### src/common/nvipst_pkg.sv
// constants shared by the interrupt pending state tracker
package nvipst_pkg;
	// register byte offsets
	localparam logic [7:0] OFS_SET_PEND = 8'h00;
	localparam logic [7:0] OFS_CLR_PEND = 8'h04;
	localparam logic [7:0] OFS_ACTIVE = 8'h08;
	localparam logic [7:0] OFS_TYPE = 8'h0C;
	localparam logic [7:0] OFS_SOFTWARE_IRQ_TRIGGER = 8'h10;
	localparam logic [7:0] OFS_ENABLE = 8'h14;
	localparam logic [7:0] OFS_PRIO0 = 8'h20;
	localparam logic [7:0] OFS_PRIO1 = 8'h24;
	localparam logic [7:0] OFS_PRIO2 = 8'h28;
	localparam logic [7:0] OFS_PRIO3 = 8'h2C;
	localparam logic [7:0] OFS_EVT_STAT = 8'h30;
	localparam logic [7:0] OFS_EVT_MASK = 8'h34;
	localparam logic [7:0] OFS_ARB = 8'h38;
	localparam int ADDR_DEC_W = 8;
	// priority fields: 3 bits used in a 4-bit slot, 8 slots per word
	localparam int PRIO_W = 3;
	localparam int PRIO_SLOT_W = 4;
	localparam int PRIOS_PER_WORD = 8;
	localparam int PRIO_WORDS = 4;
	localparam logic [2:0] PRIO_RST = 3'h0;
	// event status bits
	localparam int EVT_W = 3;
	localparam int EVT_RAISE = 0;
	localparam int EVT_NEST = 1;
	localparam int EVT_BLOCKED = 2;
	localparam logic [2:0] EVT_MASK_RST = 3'h0;
	// arbiter status word layout
	localparam int ARB_VALID_BIT = 31;
	localparam int ARB_PRIO_LSB = 8;
	// ahb constants
	localparam int HTRANS_SEQ_BIT = 1;
	localparam logic HRESP_OKAY = 1'b0;
	localparam logic [31:0] HRDATA_RST = 32'h0000_0000;
	localparam int MAX_IRQ = 32;
endpackage

### src/nvipst_line_cell.sv
// pending and active state of one interrupt line
`timescale 1ns/1ps
module nvipst_line_cell (
	input wire logic i_clk,
	input wire logic i_rst_n,
	input wire logic i_req,
	input wire logic i_pulse_mode,
	input wire logic i_sw_set,
	input wire logic i_sw_clr,
	input wire logic i_enter,
	input wire logic i_return,
	output logic o_pending,
	output logic o_active,
	output logic o_evt_raise,
	output logic o_evt_nest,
	output logic o_evt_blocked
);
	logic req_q_ff;
	logic pend_ff;
	logic act_ff;
	logic nxt_req_q;
	logic nxt_pend;
	logic nxt_act;
	logic rise;
	logic hw_set;

	always_comb begin
		nxt_req_q = i_req;
		// pulse seen on this rising edge, held in pend_ff
		rise = i_req & ~req_q_ff;
		hw_set = rise;
		if (!i_pulse_mode && i_req && !act_ff && !i_enter) begin
			hw_set = 1'b1;
		end
		nxt_pend = pend_ff;
		nxt_act = act_ff;
		o_evt_blocked = 1'b0;
		if (i_sw_clr) begin
			if (i_pulse_mode) begin
				nxt_pend = 1'b0;
			end else if (!i_req) begin
				nxt_pend = 1'b0;
			end else begin
				o_evt_blocked = pend_ff;
			end
		end
		if (i_return) begin
			nxt_act = 1'b0;
			if (!i_pulse_mode) begin
				nxt_pend = i_req;
			end
			// pulse lines keep whatever pending state the service window left
		end
		if (i_enter) begin
			nxt_pend = 1'b0;
			nxt_act = 1'b1;
		end
		// sets come last so an event in the clearing cycle survives
		if (hw_set || i_sw_set) begin
			nxt_pend = 1'b1;
		end
		o_evt_raise = hw_set & ~pend_ff;
		o_evt_nest = i_pulse_mode & rise & (act_ff | i_enter);
		o_pending = pend_ff;
		o_active = act_ff;
	end

	always_ff @(posedge i_clk or negedge i_rst_n) begin
		if (!i_rst_n) begin
			req_q_ff <= 1'b0;
			pend_ff <= 1'b0;
			act_ff <= 1'b0;
		end else begin
			req_q_ff <= nxt_req_q;
			pend_ff <= nxt_pend;
			act_ff <= nxt_act;
		end
	end
endmodule

### src/nvipst_arbiter.sv
// picks the most urgent candidate; ties go to the lowest number
`timescale 1ns/1ps
module nvipst_arbiter #(
	parameter int N_IRQ = 21,
	parameter int ID_W = 5
) (
	input wire logic [N_IRQ-1:0] i_cand,
	input wire logic [N_IRQ-1:0][nvipst_pkg::PRIO_W-1:0] i_prio,
	output logic o_valid,
	output logic [ID_W-1:0] o_id,
	output logic [nvipst_pkg::PRIO_W-1:0] o_prio
);
	always_comb begin
		o_valid = 1'b0;
		o_id = '0;
		o_prio = '1;
		for (int k = 0; k < N_IRQ; k++) begin
			// strictly smaller level wins, level 0 beats all
			if (i_cand[k] && (!o_valid || i_prio[k] < o_prio)) begin
				o_valid = 1'b1;
				o_id = ID_W'(k);
				o_prio = i_prio[k];
			end
		end
	end
endmodule

### src/nvipst_top.sv
// interrupt pending state tracker with ahb-lite register slave
//
// Added by the designer: the register offsets and the AHB-Lite register port.
`timescale 1ns/1ps
// Contract
// - each line holds priority level 0 to 7
// - smaller level is more urgent, zero wins
// - pulse inputs sampled on clock, pulse latched
// - level line high while not active sets pending
// - rising edge on line sets pending
// - software set or trigger sets pending
// - service entry clears pending, sets active
// - level return: pending if line high, else inactive
// - pulse during service: pending and active, pending after
// - no pulse during service: inactive after return
// - level clear ignored while line high
// - pulse clear drops pending, keeps active
module nvipst_top #(
	parameter int N_IRQ = 21
) (
	input wire logic i_ref_clk,
	input wire logic i_rst_b,
	input wire logic [N_IRQ-1:0] i_irq_line,
	input wire logic i_enter,
	input wire logic [$clog2(N_IRQ)-1:0] i_enter_id,
	input wire logic i_return,
	input wire logic [$clog2(N_IRQ)-1:0] i_return_id,
	input wire logic i_hsel,
	input wire logic [31:0] i_haddr,
	input wire logic [1:0] i_htrans,
	input wire logic i_hwrite,
	input wire logic [2:0] i_hsize,
	input wire logic [31:0] i_hwdata,
	input wire logic i_hready,
	output logic o_hreadyout,
	output logic o_hresp,
	output logic [31:0] o_hrdata,
	output logic o_irq_req,
	output logic [$clog2(N_IRQ)-1:0] o_irq_id,
	output logic [nvipst_pkg::PRIO_W-1:0] o_irq_prio,
	output logic o_int
);
	localparam int ID_W = $clog2(N_IRQ);
	localparam int PW = nvipst_pkg::PRIO_W;
	localparam int AW = nvipst_pkg::ADDR_DEC_W;

	// refuse line counts that the register words cannot hold
	if (N_IRQ < 2 || N_IRQ > nvipst_pkg::MAX_IRQ) begin : g_bad_count
		$error("N_IRQ must lie between 2 and 32");
	end

	// reset release
	logic rst_meta_ff;
	logic rst_sync_ff;
	logic rst_n;

	always_ff @(posedge i_ref_clk or negedge i_rst_b) begin
		if (!i_rst_b) begin
			rst_meta_ff <= 1'b0;
			rst_sync_ff <= 1'b0;
		end else begin
			rst_meta_ff <= 1'b1;
			rst_sync_ff <= rst_meta_ff;
		end
	end
	assign rst_n = rst_sync_ff;

	// register and bus state
	logic [N_IRQ-1:0] enable_ff;
	logic [N_IRQ-1:0] type_ff;
	logic [N_IRQ-1:0][PW-1:0] prio_ff;
	logic [nvipst_pkg::EVT_W-1:0] evt_stat_ff;
	logic [nvipst_pkg::EVT_W-1:0] evt_mask_ff;
	logic dp_wr_ff;
	logic [AW-1:0] dp_addr_ff;
	logic [31:0] hrdata_ff;
	logic irq_req_ff;
	logic [ID_W-1:0] irq_id_ff;
	logic [PW-1:0] irq_prio_ff;
	logic int_ff;

	logic [N_IRQ-1:0] nxt_enable;
	logic [N_IRQ-1:0] nxt_type;
	logic [N_IRQ-1:0][PW-1:0] nxt_prio;
	logic [nvipst_pkg::EVT_W-1:0] nxt_evt_stat;
	logic [nvipst_pkg::EVT_W-1:0] nxt_evt_mask;
	logic nxt_dp_wr;
	logic [AW-1:0] nxt_dp_addr;
	logic [31:0] nxt_hrdata;
	logic nxt_irq_req;
	logic [ID_W-1:0] nxt_irq_id;
	logic [PW-1:0] nxt_irq_prio;
	logic nxt_int;

	// per-line wiring
	logic [N_IRQ-1:0] sw_set;
	logic [N_IRQ-1:0] sw_clr;
	logic [N_IRQ-1:0] enter_vec;
	logic [N_IRQ-1:0] return_vec;
	logic [N_IRQ-1:0] pending;
	logic [N_IRQ-1:0] active;
	logic [N_IRQ-1:0] ev_raise;
	logic [N_IRQ-1:0] ev_nest;
	logic [N_IRQ-1:0] ev_blocked;
	logic arb_valid;
	logic [ID_W-1:0] arb_id;
	logic [PW-1:0] arb_prio;
	logic addr_phase;
	logic [AW-1:0] wa;
	logic [AW-1:0] ra;
	logic [31:0] prio_word;
	logic [N_IRQ-1:0] one_hot_base;

	assign one_hot_base = N_IRQ'(1);

	genvar g;
	generate
		for (g = 0; g < N_IRQ; g++) begin : g_line
			nvipst_line_cell u_cell (
				.i_clk(i_ref_clk),
				.i_rst_n(rst_n),
				.i_req(i_irq_line[g]),
				.i_pulse_mode(type_ff[g]),
				.i_sw_set(sw_set[g]),
				.i_sw_clr(sw_clr[g]),
				.i_enter(enter_vec[g]),
				.i_return(return_vec[g]),
				.o_pending(pending[g]),
				.o_active(active[g]),
				.o_evt_raise(ev_raise[g]),
				.o_evt_nest(ev_nest[g]),
				.o_evt_blocked(ev_blocked[g])
			);
		end
	endgenerate

	nvipst_arbiter #(
		.N_IRQ(N_IRQ),
		.ID_W(ID_W)
	) u_arb (
		.i_cand(pending & enable_ff & ~active),
		.i_prio(prio_ff),
		.o_valid(arb_valid),
		.o_id(arb_id),
		.o_prio(arb_prio)
	);

	// core entry and return strobes, one-hot per line
	always_comb begin
		enter_vec = i_enter ? (one_hot_base << i_enter_id) : '0;
		return_vec = i_return ? (one_hot_base << i_return_id) : '0;
	end

	// data-phase write decode
	always_comb begin
		wa = dp_addr_ff;
		sw_set = '0;
		sw_clr = '0;
		nxt_enable = enable_ff;
		nxt_type = type_ff;
		nxt_prio = prio_ff;
		nxt_evt_mask = evt_mask_ff;
		nxt_evt_stat = evt_stat_ff;
		if (dp_wr_ff) begin
			case (wa)
				nvipst_pkg::OFS_SET_PEND: begin
					sw_set = i_hwdata[N_IRQ-1:0];
				end
				nvipst_pkg::OFS_CLR_PEND: begin
					sw_clr = i_hwdata[N_IRQ-1:0];
				end
				nvipst_pkg::OFS_SOFTWARE_IRQ_TRIGGER: begin
					// compare as int so a full power-of-two line count is not cut to zero
					if (int'(i_hwdata[ID_W-1:0]) < N_IRQ) begin
						sw_set = one_hot_base << i_hwdata[ID_W-1:0];
					end
				end
				nvipst_pkg::OFS_TYPE: begin
					nxt_type = i_hwdata[N_IRQ-1:0];
				end
				nvipst_pkg::OFS_ENABLE: begin
					nxt_enable = i_hwdata[N_IRQ-1:0];
				end
				nvipst_pkg::OFS_EVT_MASK: begin
					nxt_evt_mask = i_hwdata[nvipst_pkg::EVT_W-1:0];
				end
				nvipst_pkg::OFS_EVT_STAT: begin
					nxt_evt_stat = evt_stat_ff & ~i_hwdata[nvipst_pkg::EVT_W-1:0];
				end
				default: begin
				end
			endcase
			for (int k = 0; k < N_IRQ; k++) begin
				if (wa == nvipst_pkg::OFS_PRIO0 + AW'((k / nvipst_pkg::PRIOS_PER_WORD) * 4)) begin
					nxt_prio[k] = i_hwdata[(k % nvipst_pkg::PRIOS_PER_WORD) * nvipst_pkg::PRIO_SLOT_W +: PW];
				end
			end
		end
		// new events win over a same-cycle clear
		nxt_evt_stat[nvipst_pkg::EVT_RAISE] = nxt_evt_stat[nvipst_pkg::EVT_RAISE] | (|ev_raise);
		nxt_evt_stat[nvipst_pkg::EVT_NEST] = nxt_evt_stat[nvipst_pkg::EVT_NEST] | (|ev_nest);
		nxt_evt_stat[nvipst_pkg::EVT_BLOCKED] = nxt_evt_stat[nvipst_pkg::EVT_BLOCKED] | (|ev_blocked);
	end

	// address phase capture and read data, zero wait states
	always_comb begin
		addr_phase = i_hsel & i_htrans[nvipst_pkg::HTRANS_SEQ_BIT] & i_hready;
		ra = i_haddr[AW-1:0];
		nxt_dp_wr = addr_phase & i_hwrite;
		nxt_dp_addr = addr_phase ? ra : dp_addr_ff;
		prio_word = '0;
		for (int k = 0; k < N_IRQ; k++) begin
			if (ra == nvipst_pkg::OFS_PRIO0 + AW'((k / nvipst_pkg::PRIOS_PER_WORD) * 4)) begin
				prio_word[(k % nvipst_pkg::PRIOS_PER_WORD) * nvipst_pkg::PRIO_SLOT_W +: PW] = prio_ff[k];
			end
		end
		nxt_hrdata = hrdata_ff;
		if (addr_phase && !i_hwrite) begin
			nxt_hrdata = '0;
			case (ra)
				nvipst_pkg::OFS_SET_PEND,
				nvipst_pkg::OFS_CLR_PEND: begin
					nxt_hrdata[N_IRQ-1:0] = pending;
				end
				nvipst_pkg::OFS_ACTIVE: begin
					nxt_hrdata[N_IRQ-1:0] = active;
				end
				nvipst_pkg::OFS_TYPE: begin
					nxt_hrdata[N_IRQ-1:0] = type_ff;
				end
				nvipst_pkg::OFS_ENABLE: begin
					nxt_hrdata[N_IRQ-1:0] = enable_ff;
				end
				nvipst_pkg::OFS_PRIO0,
				nvipst_pkg::OFS_PRIO1,
				nvipst_pkg::OFS_PRIO2,
				nvipst_pkg::OFS_PRIO3: begin
					nxt_hrdata = prio_word;
				end
				nvipst_pkg::OFS_EVT_STAT: begin
					nxt_hrdata[nvipst_pkg::EVT_W-1:0] = evt_stat_ff;
				end
				nvipst_pkg::OFS_EVT_MASK: begin
					nxt_hrdata[nvipst_pkg::EVT_W-1:0] = evt_mask_ff;
				end
				nvipst_pkg::OFS_ARB: begin
					nxt_hrdata[nvipst_pkg::ARB_VALID_BIT] = irq_req_ff;
					nxt_hrdata[nvipst_pkg::ARB_PRIO_LSB +: PW] = irq_prio_ff;
					nxt_hrdata[ID_W-1:0] = irq_id_ff;
				end
				default: begin
					nxt_hrdata = '0;
				end
			endcase
		end
	end

	// request to the core and interrupt line
	always_comb begin
		nxt_irq_req = arb_valid;
		nxt_irq_id = arb_id;
		nxt_irq_prio = arb_prio;
		nxt_int = |(nxt_evt_stat & evt_mask_ff);
	end

	always_ff @(posedge i_ref_clk or negedge rst_n) begin
		if (!rst_n) begin
			enable_ff <= '0;
			type_ff <= '0;
			prio_ff <= {N_IRQ{nvipst_pkg::PRIO_RST}};
			evt_stat_ff <= '0;
			evt_mask_ff <= nvipst_pkg::EVT_MASK_RST;
			dp_wr_ff <= 1'b0;
			dp_addr_ff <= '0;
			hrdata_ff <= nvipst_pkg::HRDATA_RST;
			irq_req_ff <= 1'b0;
			irq_id_ff <= '0;
			irq_prio_ff <= '0;
			int_ff <= 1'b0;
		end else begin
			enable_ff <= nxt_enable;
			type_ff <= nxt_type;
			prio_ff <= nxt_prio;
			evt_stat_ff <= nxt_evt_stat;
			evt_mask_ff <= nxt_evt_mask;
			dp_wr_ff <= nxt_dp_wr;
			dp_addr_ff <= nxt_dp_addr;
			hrdata_ff <= nxt_hrdata;
			irq_req_ff <= nxt_irq_req;
			irq_id_ff <= nxt_irq_id;
			irq_prio_ff <= nxt_irq_prio;
			int_ff <= nxt_int;
		end
	end

	// slave never stalls and always answers okay
	always_ff @(posedge i_ref_clk or negedge rst_n) begin
		if (!rst_n) begin
			o_hreadyout <= 1'b1;
			o_hresp <= nvipst_pkg::HRESP_OKAY;
		end else begin
			o_hreadyout <= 1'b1;
			o_hresp <= nvipst_pkg::HRESP_OKAY;
		end
	end

	assign o_hrdata = hrdata_ff;
	assign o_irq_req = irq_req_ff;
	assign o_irq_id = irq_id_ff;
	assign o_irq_prio = irq_prio_ff;
	assign o_int = int_ff;
endmodule

### config.mk
export PLATFORM = sky130hd
export DESIGN_NAME = nvipst_top
export DESIGN_NICKNAME = d
export VERILOG_FILES = /design/src/common/nvipst_pkg.sv /design/src/nvipst_line_cell.sv /design/src/nvipst_arbiter.sv /design/src/nvipst_top.sv
export SDC_FILE = /design/constraint.sdc
export NUM_CORES = 1
export LEC_CHECK = 0
export BUFFER_PORTS_ARGS = -buffer_cell sky130_fd_sc_hd__buf_2
export CAP_MARGIN = 40
export CELL_PAD_IN_SITES_DETAIL_PLACEMENT = 0
export CELL_PAD_IN_SITES_GLOBAL_PLACEMENT = 1
export CORE_AREA = 2 2 249 251
export DETAILED_ROUTE_END_ITERATION = 10
export DIE_AREA = 0 0 251 253
export PLACE_DENSITY_LB_ADDON = 0.1
export SYNTH_ARGS = -nofsm -noshare
export SYNTH_HDL_FRONTEND = slang
export SYNTH_SLANG_ARGS = --single-unit
### constraint.sdc
create_clock -name i_ref_clk -period 6.4 [get_ports i_ref_clk]
set_input_delay 0.64 -clock i_ref_clk [delete_from_list [all_inputs] [get_ports i_ref_clk]]
set_output_delay 0.64 -clock i_ref_clk [all_outputs]
set_load 0.02 [all_outputs]
==> metrics.txt <==
GRT overflow 0; CTS tree built; kind of critical path register to register; post-DR wirelength/cell 24.4 um; Syn Inst Count 1591; min-delay worst type primary input to register; Initial Util 23.7%; DIE AREA 63500 um^2; area delta synth->final 47.0%; Worst-path clk slew 60 ps; Worst Setup End Kind register; final total power 4.96 mW; drt pass-1 iters 5; main flop type after synthesis dfrtp_1; r2r startpoint g_line[0].u_cell.o_active$_DFFE_PN0P_; Final Max Slew Viols 0; clock buffer depth 3; first-pass GRT wire length 105000 um; post-route clock period utilization 358%; sequential share of the synthesized area 38.9%; Yosys Warn Count 0; number of global-route vias before repair 15300; data required time of the critical path 6880 ps; syn avg cell area 9.09 um^2; RSZ-0062 raised after global routing yes; worst r2r dst o_irq_prio[2]$_DFF_PN0_; clock skew 19.9 ps; synthesized area 14500 um^2; Post-Layout Cell Count 2953; r2r worst-path depth 148; gpl congestion 0.884; maximum VDD drop 0.000159 V; outcome complete, but fails checks; WHS Path Cells 1; post-route minimum period 22880 ps; Placement Cell Area 18900 um^2; asr flop ratio synth 100%; Max Fclk 43.7 MHz; io pins 151; Reg2Reg Setup Slack -16480 ps; row count 91; HP Start i_irq_line[11]; PortBufs 115; max_cap viols 0; count of final hold-check violations 0; routed wire length 72200 um; CP arrival 23360 ps; worst setup margin -16480 ps; DRC 0; Via-to-Cell Ratio 5.17; Hold EP g_line[11].u_cell.req_q_ff$_DFF_PN0_; FF+latch count, synth 225; clock sink count 225; startpoint types register; Core Footprint 61000 um^2; dpl cells 2787; DP Worst Slack -16530 ps; antenna violations before repair 3; Final setup violation count 8; die width 251 um; GRT Total Usage 22.5%; failing checks negative setup slack; clk_lat worst skew 570 ps; # fillers 6364; Final nets 2266; Antenna Nets Post-Route 0; Vias 15300; Final Cell Area 21300 um^2; hold_ws 231 ps; CTS root buf clkbuf_16; largest net degree at the start of global routing 133; worst-path fanout max 6; Critical-path top delay cell or4_4; Pwr per Cell Area 233 nW/um^2; Slew headroom 42.6%; cts bufs inserted 34; source of the critical timing path g_line[0].u_cell.o_active$_DFFE_PN0P_; Initial DRC Count 992; P_leak 9.63 nW; Most common cell on crit path ha_4; slew of the pin with the lowest slew margin 859 ps; fraction of layout instances using a drive strength above 1 42.3%; HPWL after DPL 55100 um; CP peak stage delay 530 ps; H-Tree Depth 2; EDFF count, synth 0; post-synthesis cell type count 105; Die Span Y 253 um
-- synth_stat cells, drive strengths merged, types with 7 or more instances --
library cell | count | area (um^2)
dfrtp | 225 | 5630
nand2 | 186 | 698
nor2 | 128 | 480
mux2 | 113 | 1280
o21ai | 102 | 526
a21oi | 85 | 437
a22oi | 54 | 410
clkbuf | 52 | 196
inv | 52 | 195
nor3 | 52 | 277
nand2b | 45 | 282
nand3 | 40 | 213
a21o | 36 | 285
nand3b | 25 | 188
nand4 | 24 | 150
o31ai | 24 | 180
ha | 23 | 288
nor2b | 19 | 119
a222oi | 17 | 170
mux2i | 16 | 164
o22ai | 16 | 106
a31oi | 15 | 100
nand4b | 14 | 123
nor4 | 14 | 87.6
a22o | 13 | 114
o211ai | 12 | 90.1
and2 | 11 | 71.3
o21a | 11 | 82.6
and3 | 10 | 62.6
nor3b | 10 | 75.1
o2111ai | 10 | 87.6
buf | 9 | 68.8
o221ai | 9 | 78.8
or2 | 9 | 58.8
o31a | 7 | 61.3
-- metrics by stage --
stage / TNS, ps / utilization (%)
final: -131430 / 34.8
after global routing: -141550 / 34.8
after CTS: -127340 / 33.9
after detailed placement: -131830 / 30.9
after global placement: -126510 / 30.8
after floorplan: -128830 / -
-- per-layer routing --
layer | global-route usage (%) | vias up | part of all wire (%)
li1 | - | 7108 | -
met1 | 30.3 | 7661 | 46
met2 | 37.0 | 382 | 47
met3 | 2.54 | 103 | 3.7
met4 | 8.72 | 0 | 4.1
met5 | 0 | - | 0
-- layout make-up --
class / instances / area [um^2] / area share, %
repair buffers: 567 / 4020 / 18.9
well taps: 790 / 988 / 4.65
clock inverters: 13 / 195 / 0.918
diodes: 1 / 2.50 / 0.0118
flip-flops and latches: 225 / 5630 / 26.5
multi-input cells: 1255 / 9230 / 43.4
clock buffers: 49 / 977 / 4.60
inverters: 53 / 209 / 0.983
-- critical path: cells and delay by family (launching register included) --
kind | cells | cell delay, ps
mux | 14 | 3530
buf+inv | 19 | 1670
simple gates | 46 | 5470
flops | 1 | 370
fa+ha+maj | 20 | 4560
compound gates | 49 | 7210
-- report_power, final --
group          leakage, nW  switching, mW  total, mW  internal [mW]
clock network        0.564          0.794       1.99           1.20
logic                 6.31          0.667       1.31          0.647
registers             2.76          0.125       1.65           1.53
total                 9.63           1.59       4.96           3.37
-- layout by cell type (no fill, tap or decap), drive strengths merged, types with 9 or more instances in the layout --
| master | instances |
|---|---|
| and3 | 10 |
| o211ai | 12 |
| mux2 | 113 |
| o21a | 11 |
| nand3b | 25 |
| o21ai | 102 |
| and2 | 11 |
| or2 | 9 |
| nor3 | 52 |
| clkbuf | 49 |
| a31oi | 15 |
| mux2i | 16 |
| nor2b | 19 |
| a22o | 13 |
| a21o | 36 |
| inv | 55 |
| nor4 | 14 |
| a22oi | 54 |
| nand3 | 40 |
| o2111ai | 10 |
| o22ai | 16 |
| nor2 | 128 |
| o31ai | 24 |
| a21oi | 85 |
| nand2 | 186 |
| nand4 | 24 |
| nand2b | 45 |
| ha | 23 |
| nand4b | 14 |
| buf | 565 |
| nor3b | 10 |
| dfrtp | 225 |
| a222oi | 17 |
| o221ai | 9 |
-- registers in the layout (all words and copies together), names as in the netlist, 3 cells and up --
| signal | flops |
|---|---|
| o_irq_id | 5 |
| g_line.u_cell.req_q_ff | 21 |
| g_line.u_cell.o_pending | 21 |
| dp_addr_ff | 8 |
| g_line.u_cell.o_active | 21 |
| evt_mask_ff | 3 |
| o_irq_prio | 3 |
| o_hrdata | 30 |
| enable_ff | 21 |
| evt_stat_ff | 3 |
| prio_ff | 63 |
| type_ff | 21 |
-- how the worst max path moves through the flow --
stage	endpoint	slack, ps
after floorplan	o_irq_prio[0]$_DFF_PN0_	-16250
after global placement	o_irq_prio[2]$_DFF_PN0_	-15870
after detailed placement	o_irq_prio[1]$_DFF_PN0_	-16530
after CTS	o_irq_prio[2]$_DFF_PN0_	-15970
after global routing	o_irq_prio[2]$_DFF_PN0_	-17750
final	o_irq_prio[2]$_DFF_PN0_	-16480
-- kinds of logic (layout without fill, tap and decap cells) --
family,after synthesis,in the layout,share of synthesized area [%]
simple gates,610,610,21.3
compound gates,485,485,24.2
flops,225,225,38.9
mux,129,129,10.0
buf+inv,114,682,3.21
fa+ha+maj,26,26,2.20
other cells,2,6,0.0519
-- what timing repair did --
action                                  in CTS  in global routing
hold endpoints to repair                     2                  0
setup buffers                               65                 37
hold buffers                                 1                  0
endpoints found under the setup margin       8                  9
resized for setup                           25                 68
pin swaps                                   56                 64
Note: power is estimated with default switching activity, not from simulation.
